$ cat src/gpiod_regs.vh
`ifndef GPIOD_REGS_VH
`define GPIOD_REGS_VH

// register byte offsets
`define GPIOD_OFS_CTRL       4'h0
`define GPIOD_OFS_STATUS     4'h4
`define GPIOD_CTRL_RST       15'h0000

// control fields
`define GPIOD_CTRL_MODE_LSB  0
`define GPIOD_CTRL_MODE_MSB  2
`define GPIOD_CTRL_IN_REG    3
`define GPIOD_CTRL_IN_NEG    4
`define GPIOD_CTRL_OUT_REG   5
`define GPIOD_CTRL_OUT_NEG   6
`define GPIOD_CTRL_OUT_INV   7
`define GPIOD_CTRL_OE_REG    8
`define GPIOD_CTRL_DOUBLE_DATA_IO      9
`define GPIOD_CTRL_DMODE_LSB 10
`define GPIOD_CTRL_DMODE_MSB 11
`define GPIOD_CTRL_SERDES    12
`define GPIOD_CTRL_PULL_DN   13
`define GPIOD_CTRL_USER      14
`define GPIOD_CTRL_WIDTH     15

// pin modes
`define GPIOD_MODE_UNUSED    3'h0
`define GPIOD_MODE_INPUT     3'h1
`define GPIOD_MODE_OUTPUT    3'h2
`define GPIOD_MODE_BIDIR     3'h3
`define GPIOD_MODE_CLKOUT    3'h4

// double-data variants
`define GPIOD_DD_NORMAL      2'h0
`define GPIOD_DD_RESYNC      2'h1
`define GPIOD_DD_PIPE        2'h2

// serdes
`define GPIOD_SER_LAST       2'h3
`define GPIOD_SER_FIRST      2'h0

`endif

$ cat src/gpiod_io_cell.v
`timescale 1ns/1ps
`include "gpiod_regs.vh"

module gpiod_io_cell #(
  parameter HS_CELL = 1
) (
  // clock and reset
  input  wire        core_clk,
  input  wire        resetn,
  // avalon-mm slave
  input  wire [3:0]  avs_address,
  input  wire        avs_read,
  input  wire        avs_write,
  input  wire [31:0] avs_writedata,
  output reg  [31:0] avs_readdata,
  output wire        avs_waitrequest,
  // core fabric side
  input  wire [3:0]  core_out,
  input  wire        core_oe,
  output reg  [3:0]  core_in,
  output wire        alternate_input_path,
  output wire        core_word_tick,
  // pad side
  input  wire        pad_i,
  output reg         pad_o,
  output wire        pad_oe,
  output wire        pad_pull_up,
  output wire        pad_pull_down
);

////////////////////////////////////////////////////////////////////////////////
// configuration registers

reg  [`GPIOD_CTRL_WIDTH-1:0] ctrl_ff;
reg                          ack_ff;
reg  [31:0]                  rdata_ff;
reg  [`GPIOD_CTRL_WIDTH-1:0] nxt_ctrl;
reg                          nxt_ack;
reg  [31:0]                  nxt_rdata;
wire                         req;
wire                         take;
wire [31:0]                  status;

assign req             = avs_read | avs_write;
// one wait cycle so read data comes from a flop
assign avs_waitrequest = req & ~ack_ff;
assign take            = req & ack_ff;

// read data is fetched in the wait cycle and held until the next read
always @* begin
  nxt_ack   = req & ~ack_ff;
  nxt_rdata = rdata_ff;
  nxt_ctrl  = ctrl_ff;
  if (avs_read & ~ack_ff) begin
    case (avs_address)
      `GPIOD_OFS_CTRL:   nxt_rdata = {17'h00000, ctrl_ff};
      `GPIOD_OFS_STATUS: nxt_rdata = status;
      default:           nxt_rdata = 32'h00000000;
    endcase
  end
  // a write lands only at the edge that completes it
  if (avs_write & take & (avs_address == `GPIOD_OFS_CTRL)) begin
    nxt_ctrl = avs_writedata[`GPIOD_CTRL_WIDTH-1:0];
  end
end

always @(posedge core_clk or negedge resetn) begin
  if (!resetn) begin
    ack_ff   <= 1'b0;
    rdata_ff <= 32'h00000000;
    ctrl_ff  <= `GPIOD_CTRL_RST;
  end else begin
    ack_ff   <= nxt_ack;
    rdata_ff <= nxt_rdata;
    ctrl_ff  <= nxt_ctrl;
  end
end

always @* begin
  avs_readdata = rdata_ff;
end

wire [2:0] mode     = ctrl_ff[`GPIOD_CTRL_MODE_MSB:`GPIOD_CTRL_MODE_LSB];
wire [1:0] dd_mode  = ctrl_ff[`GPIOD_CTRL_DMODE_MSB:`GPIOD_CTRL_DMODE_LSB];
wire       in_reg   = ctrl_ff[`GPIOD_CTRL_IN_REG];
wire       in_neg   = ctrl_ff[`GPIOD_CTRL_IN_NEG];
wire       out_reg  = ctrl_ff[`GPIOD_CTRL_OUT_REG];
wire       out_neg  = ctrl_ff[`GPIOD_CTRL_OUT_NEG];
wire       out_inv  = ctrl_ff[`GPIOD_CTRL_OUT_INV];
wire       oe_reg   = ctrl_ff[`GPIOD_CTRL_OE_REG];
wire       double_data_io     = ctrl_ff[`GPIOD_CTRL_DOUBLE_DATA_IO];
wire       pull_dn  = ctrl_ff[`GPIOD_CTRL_PULL_DN];
wire       user     = ctrl_ff[`GPIOD_CTRL_USER];
// serdes exists only on high-speed cells and excludes double_data_io
wire       serdes   = ctrl_ff[`GPIOD_CTRL_SERDES] & (HS_CELL != 0) & ~double_data_io;

wire in_act  = (mode == `GPIOD_MODE_INPUT)  | (mode == `GPIOD_MODE_BIDIR);
wire out_act = (mode == `GPIOD_MODE_OUTPUT) | (mode == `GPIOD_MODE_BIDIR);
wire clk_act = (mode == `GPIOD_MODE_CLKOUT);

////////////////////////////////////////////////////////////////////////////////
// pad synchronisers, one chain per edge

wire pad_rise_sync;
wire pad_fall_sync;

gpiod_sync2 #(
  .FALL_EDGE (0)
) u_sync_rise (
  .core_clk   (core_clk),
  .resetn     (resetn),
  .pin_level  (pad_i),
  .safe_level (pad_rise_sync)
);

gpiod_sync2 #(
  .FALL_EDGE (1)
) u_sync_fall (
  .core_clk   (core_clk),
  .resetn     (resetn),
  .pin_level  (pad_i),
  .safe_level (pad_fall_sync)
);

// bypasses every register, feeds the alternate function directly
assign alternate_input_path = pad_i;

////////////////////////////////////////////////////////////////////////////////
// input registers

reg in_rise_ff;
reg in_fall_ff;
reg in_fall_rs_ff;
reg in_pipe0_ff;
reg in_pipe1_ff;
reg [3:0] des_sh_ff;
reg [3:0] des_word_ff;
reg [1:0] ser_cnt_ff;
reg [3:0] nxt_des_sh;
reg [3:0] nxt_des_word;

// shift right so the oldest bit lands on bit0
always @* begin
  nxt_des_sh   = {pad_rise_sync, des_sh_ff[3:1]};
  nxt_des_word = des_word_ff;
  if (ser_cnt_ff == `GPIOD_SER_LAST) begin
    nxt_des_word = nxt_des_sh;
  end
end

always @(posedge core_clk or negedge resetn) begin
  if (!resetn) begin
    in_rise_ff    <= 1'b0;
    in_fall_rs_ff <= 1'b0;
    in_pipe0_ff   <= 1'b0;
    in_pipe1_ff   <= 1'b0;
    des_sh_ff     <= 4'h0;
    des_word_ff   <= 4'h0;
  end else begin
    in_rise_ff    <= pad_rise_sync;
    // fall sample moved to the rising edge, half a cycle later
    in_fall_rs_ff <= in_fall_ff;
    in_pipe0_ff   <= in_rise_ff;
    in_pipe1_ff   <= in_fall_rs_ff;
    des_sh_ff     <= nxt_des_sh;
    des_word_ff   <= nxt_des_word;
  end
end

always @(negedge core_clk or negedge resetn) begin
  if (!resetn) begin
    in_fall_ff <= 1'b0;
  end else begin
    in_fall_ff <= pad_fall_sync;
  end
end

// input is sampled whatever the driver does
always @* begin
  core_in = 4'h0;
  if (in_act) begin
    if (serdes) begin
      core_in = des_word_ff;
    end else if (double_data_io) begin
      case (dd_mode)
        `GPIOD_DD_NORMAL: core_in = {2'h0, in_fall_ff, in_rise_ff};
        `GPIOD_DD_RESYNC: core_in = {2'h0, in_fall_rs_ff, in_rise_ff};
        `GPIOD_DD_PIPE:   core_in = {2'h0, in_pipe1_ff, in_pipe0_ff};
        default:          core_in = {2'h0, in_fall_ff, in_rise_ff};
      endcase
    end else if (in_reg) begin
      core_in = {3'h0, (in_neg ? in_fall_ff : in_rise_ff)};
    end else begin
      core_in = {3'h0, pad_rise_sync};
    end
  end
end

////////////////////////////////////////////////////////////////////////////////
// output and output-enable registers

reg       out_rise_ff;
reg       out_fall_ff;
reg       oe_rise_ff;
reg       oe_fall_ff;
reg       dd_r_ff;
reg       dd_f_ff;
reg       rs0_ff;
reg       rs1_ff;
reg       rs1_n_ff;
reg       pp0_ff;
reg       pp1_ff;
reg       pp1_n_ff;
reg [3:0] ser_sh_ff;

assign core_word_tick = serdes & (ser_cnt_ff == `GPIOD_SER_FIRST);

reg [1:0] nxt_ser_cnt;
reg [3:0] nxt_ser_sh;

// serializer and deserializer share one word counter
always @* begin
  // counter parks at zero so the first word starts cleanly
  nxt_ser_cnt = serdes ? ser_cnt_ff + 2'h1 : `GPIOD_SER_FIRST;
  if (core_word_tick) begin
    nxt_ser_sh = core_out;
  end else begin
    nxt_ser_sh = {1'b0, ser_sh_ff[3:1]};
  end
end

always @(posedge core_clk or negedge resetn) begin
  if (!resetn) begin
    out_rise_ff <= 1'b0;
    oe_rise_ff  <= 1'b0;
    dd_r_ff     <= 1'b0;
    rs0_ff      <= 1'b0;
    rs1_ff      <= 1'b0;
    pp0_ff      <= 1'b0;
    pp1_ff      <= 1'b0;
    ser_sh_ff   <= 4'h0;
    ser_cnt_ff  <= 2'h0;
  end else begin
    out_rise_ff <= core_out[0];
    oe_rise_ff  <= core_oe;
    dd_r_ff     <= core_out[0];
    // both bits taken on the rising edge
    rs0_ff      <= core_out[0];
    rs1_ff      <= core_out[1];
    pp0_ff      <= rs0_ff;
    pp1_ff      <= rs1_ff;
    ser_cnt_ff  <= nxt_ser_cnt;
    ser_sh_ff   <= nxt_ser_sh;
  end
end

always @(negedge core_clk or negedge resetn) begin
  if (!resetn) begin
    out_fall_ff <= 1'b0;
    oe_fall_ff  <= 1'b0;
    dd_f_ff     <= 1'b0;
    rs1_n_ff    <= 1'b0;
    pp1_n_ff    <= 1'b0;
  end else begin
    out_fall_ff <= core_out[0];
    oe_fall_ff  <= core_oe;
    dd_f_ff     <= core_out[1];
    rs1_n_ff    <= rs1_ff;
    pp1_n_ff    <= pp1_ff;
  end
end

wire out_regd = (out_neg ? out_fall_ff : out_rise_ff) ^ out_inv;
wire oe_val   = oe_reg ? (out_neg ? oe_fall_ff : oe_rise_ff) : core_oe;

// high phase shows the rise bit, low phase the fall bit
always @* begin
  pad_o = 1'b0;
  if (clk_act) begin
    pad_o = core_clk;
  end else if (out_act) begin
    if (serdes) begin
      pad_o = ser_sh_ff[0];
    end else if (double_data_io) begin
      case (dd_mode)
        `GPIOD_DD_NORMAL: pad_o = core_clk ? dd_r_ff : dd_f_ff;
        `GPIOD_DD_RESYNC: pad_o = core_clk ? rs0_ff : rs1_n_ff;
        `GPIOD_DD_PIPE:   pad_o = core_clk ? pp0_ff : pp1_n_ff;
        default:          pad_o = core_clk ? dd_r_ff : dd_f_ff;
      endcase
    end else if (out_reg) begin
      pad_o = out_regd;
    end else begin
      pad_o = core_out[0];
    end
  end
end

////////////////////////////////////////////////////////////////////////////////
// driver enable and weak pulls

reg oe_drive;
reg pull_up_req;
reg pull_dn_req;

// output mode drives always, bidir follows the enable path
always @* begin
  oe_drive    = 1'b0;
  pull_up_req = 1'b1;
  pull_dn_req = 1'b0;
  // until software enters user mode the pin only pulls up
  if (user) begin
    pull_up_req = 1'b0;
    case (mode)
      `GPIOD_MODE_UNUSED: begin
        // tristated, weak pull chosen by software
        pull_up_req = ~pull_dn;
        pull_dn_req = pull_dn;
      end
      `GPIOD_MODE_OUTPUT: oe_drive = 1'b1;
      `GPIOD_MODE_BIDIR:  oe_drive = oe_val;
      `GPIOD_MODE_CLKOUT: oe_drive = 1'b1;
      default:            oe_drive = 1'b0;
    endcase
  end
end

assign pad_oe        = oe_drive;
assign pad_pull_up   = pull_up_req;
assign pad_pull_down = pull_dn_req;

assign status = {24'h000000, serdes, (HS_CELL != 0), core_in, pad_oe, pad_rise_sync};

endmodule // gpiod_io_cell

////////////////////////////////////////////////////////////////////////////////
// two-flop synchroniser, sampling edge chosen by parameter

module gpiod_sync2 #(
  parameter FALL_EDGE = 0
) (
  // clock and reset
  input  wire core_clk,
  input  wire resetn,
  // asynchronous level and its settled copy
  input  wire pin_level,
  output wire safe_level
);

reg stage1_ff;
reg stage2_ff;

// only the second stage is read, the first may be metastable
assign safe_level = stage2_ff;

generate
  if (FALL_EDGE != 0) begin : g_fall
    always @(negedge core_clk or negedge resetn) begin
      if (!resetn) begin
        stage1_ff <= 1'b0;
        stage2_ff <= 1'b0;
      end else begin
        stage1_ff <= pin_level;
        stage2_ff <= stage1_ff;
      end
    end
  end else begin : g_rise
    always @(posedge core_clk or negedge resetn) begin
      if (!resetn) begin
        stage1_ff <= 1'b0;
        stage2_ff <= 1'b0;
      end else begin
        stage1_ff <= pin_level;
        stage2_ff <= stage1_ff;
      end
    end
  end
endgenerate

endmodule // gpiod_sync2

$ cat config.mk
export PLATFORM = sky130hd
export DESIGN_NAME = gpiod_io_cell
export DESIGN_NICKNAME = d
export VERILOG_FILES = /design/src/gpiod_io_cell.v
export VERILOG_INCLUDE_DIRS = /design/src
export SDC_FILE = /design/constraint.sdc
export NUM_CORES = 1
export LEC_CHECK = 0
export BUFFER_PORTS_ARGS = -buffer_cell sky130_fd_sc_hd__buf_2
export CAP_MARGIN = 10
export CELL_PAD_IN_SITES_DETAIL_PLACEMENT = 1
export CELL_PAD_IN_SITES_GLOBAL_PLACEMENT = 1
export CORE_ASPECT_RATIO = 1.25
export CORE_MARGIN = 5
export CORE_UTILIZATION = 30
export CTS_CLUSTER_SIZE = 20
export DETAILED_ROUTE_END_ITERATION = 8
export PLACE_DENSITY_LB_ADDON = 0.1
export REMOVE_ABC_BUFFERS = 1
export SYNTH_ARGS = -nofsm -noshare
export SYNTH_HDL_FRONTEND = slang
export SYNTH_SLANG_ARGS = --single-unit
$ cat constraint.sdc
create_clock -name core_clk -period 4.7 [get_ports core_clk]
set_clock_uncertainty 0.2 [all_clocks]
set_input_delay 0.94 -clock core_clk [delete_from_list [all_inputs] [get_ports core_clk]]
set_output_delay 0.94 -clock core_clk [all_outputs]
set_load 0.05 [all_outputs]
==> results_dict.tcl <==
set metrics [dict create \
    ir_worst_vdd_mv 0.219 \
    slew_headroom 0.357 \
    use_met2 0.202 \
    grt_pass1_wl_mm 10.4 \
    max_stage_delay_ns 0.38 \
    wire_per_inst_um 15.9 \
    post_cts_buffers 0 \
    grt_util_met3 0.0664 \
    synthArstFlopShare 1.00 \
    syn_inst 217 \
    ys_seq_elements 61 \
    placedCellCount 388 \
    clk_latency_ns 0.45 \
    cp_max_fo 1 \
    yosys_warnings 0 \
    wirelength_mm 6.49 \
    slowest_stage "dfrtn_1" \
    grt_setup_unrepaired "true" \
    setup_ws_ns -0.504 \
    synth.avg_cell_area_sq_um 12.1 \
    dieArea_sq_um 10800 \
    multi_input_area_sq_um 980 \
    layout.nets 333 \
    area_growth_syn_to_layout_pct 26.6 \
    grt_overflow_total 0 \
    die_y_um 115 \
    drcViolationCount 0 \
    firstDrtPassIters 4 \
    path_clk_slew_ns 0.05 \
    core_area_sq_um 8610 \
    cp-end-kind "primary output" \
    ys_top_cells_by_area "dfrtp_1 (50%), mux2_2 (7.7%), dfrtn_1 (7.6%)" \
    powerDensity_nw_per_um2 511 \
    worst_pin_slew_ns 0.961 \
    synth.distinct_cells 46 \
    startpoint "out_fall_ff" \
    synth_edf_count 0 \
    pin_count 89 \
    required_ns 3.56 \
    holdBufCountCts 0 \
    num_rows 38 \
    synth_top_area_frac 0.504 \
    status "complete, but fails checks" \
    pre_cts_ws_ns -0.121 \
    timing.hold.ws_ns 0.0961 \
    use_met1 0.148 \
    worstHoldStart "u_sync_fall.stage1_ff" \
    port_buffers 54 \
    yosysTopAreaCell "dfrtp_1" \
    hold_path_class "flip-flop to flip-flop" \
    cts_tree "yes" \
    antenna_found_initial 0 \
    critPathArrivalTime_ns 4.06 \
    grt.total_usage 0.131 \
    grt_max_degree 29 \
    drive_above_1_share 0.367 \
    first_iter_violations 37 \
    final_common_cell "dfrtp_1" \
    die_w_um 93.8 \
    avgViaCountPerCell 4.44 \
    cp_top_family "compound AO/OA/AOI/OAI gates" \
    ant_nets 0 \
    final-hold-violation-count 0 \
    finalSetupViolCount 6 \
    synth-main-ff-cell "dfrtp_1" \
    maxCapViolCount 0 \
    yosysSeqAreaShare 0.580 \
    stdcell_count 409 \
    crit_path_cell_trace "mux2i_1 -> xnor2_1 -> a2111oi_2 -> o41ai_2 -> buf_4" \
    seq_area_sq_um 1530 \
    hpwl_mm 4.74 \
    p_leak_nw 1.67 \
    slew_viol_final 0 \
    critPathKind "flip-flop to primary output" \
    start_kind "flip-flop" \
    p_total_mw 1.70 \
    syn_area_sq_um 2630 \
    crit_buf_inv 1 \
    grt_pass1_vias 2071 \
    fillers 946 \
    layout_common_cells "dfrtp_1 (53), buf_2 (50), nand2_1 (18), mux2_2 (18), conb_1 (17)" \
    grt.busiest_layer "met2" \
    dr_total_vias 1817 \
    gp_congestion 0.721 \
    r2r_start "in_fall_ff" \
    diodes 0 \
    failed_checks "setup timing" \
    start_util 0.306 \
    final_util 0.387 \
]
## state kept, by name (all words and copies together) (netlist names), 2 cells and up
name / count
des_sh_ff: 3
ser_sh_ff: 4
avs_readdata: 15
ctrl_ff: 15
ser_cnt_ff: 2
des_word_ff: 4
## final cells by class
class                           instances  share of cell area
Timing Repair Buffer                   59              0.0976
Multi-Input combinational cell        137               0.294
Clock buffer                           18              0.0729
Inverter                               10              0.0113
Sequential cell                        61               0.458
Clock inverter                          4              0.0210
Tap cell                              120              0.0451
## where the power goes
group,switching (mW),internal [mW],total [mW]
registers,0.0635,0.589,0.653
logic,0.204,0.117,0.321
clock network,0.266,0.464,0.729
## synthesized netlist by cell type (all sizes together), types with 2 or more instances
cell    instances
o41ai           2
inv            10
nor3b           2
mux2           18
a22o            9
nor2            6
a21oi           3
nor3            2
nand2          18
and3            4
ha              4
mux2i           7
nand2b          7
o21ai          12
clkbuf          3
dfrtn           8
nand3           2
dfrtp          53
nor2b           3
buf            22
## per-layer routing
metal | routed length [um] | part of all wire
met1 | 2770 | 0.43
met2 | 3210 | 0.49
met3 | 410 | 0.063
met4 | 100 | 0.015
met5 | 0 | 0
## cell families after synthesis
group / Yosys count / synth area share
fa+ha+maj: 4 / 0.0190
mux: 25 / 0.104
xor+xnor: 1 / 0.00333
simple gates: 51 / 0.107
compound gates: 39 / 0.107
buf+inv: 35 / 0.0794
other cells: 1 / 0.00143
flops: 61 / 0.580
## path summary, 6_finish.rpt
kind                                           to  slack (ns)  depth (start not counted)
hold / removal             u_sync_fall.safe_level         0.1                          0
setup reg to reg                  avs_readdata[3]        0.85                          5
min in group asynchronous              ctrl_ff[0]        0.25                          1
max in group asynchronous              in_fall_ff        1.41                          1
hold reg to reg            u_sync_fall.safe_level         0.1                          0
setup / recovery                            pad_o       -0.50                          5
## what timing repair did
item / 4_1_cts / 5_1_grt
pin swaps: 4 / 3
resized for setup: 9 / 3
setup endpoints to repair: 6 / 6
## per-stage QoR
step / area (sq um) / TNS (ns)
after detailed placement: 2990 / -0.271
after global placement: 2990 / -0.244
after CTS: 3320 / -1.95
after floorplan: 2520 / -1.51
final: 3330 / -1.65
after global routing: 3330 / -2.02
No activity file was read; power rests on OpenSTA's default activity.
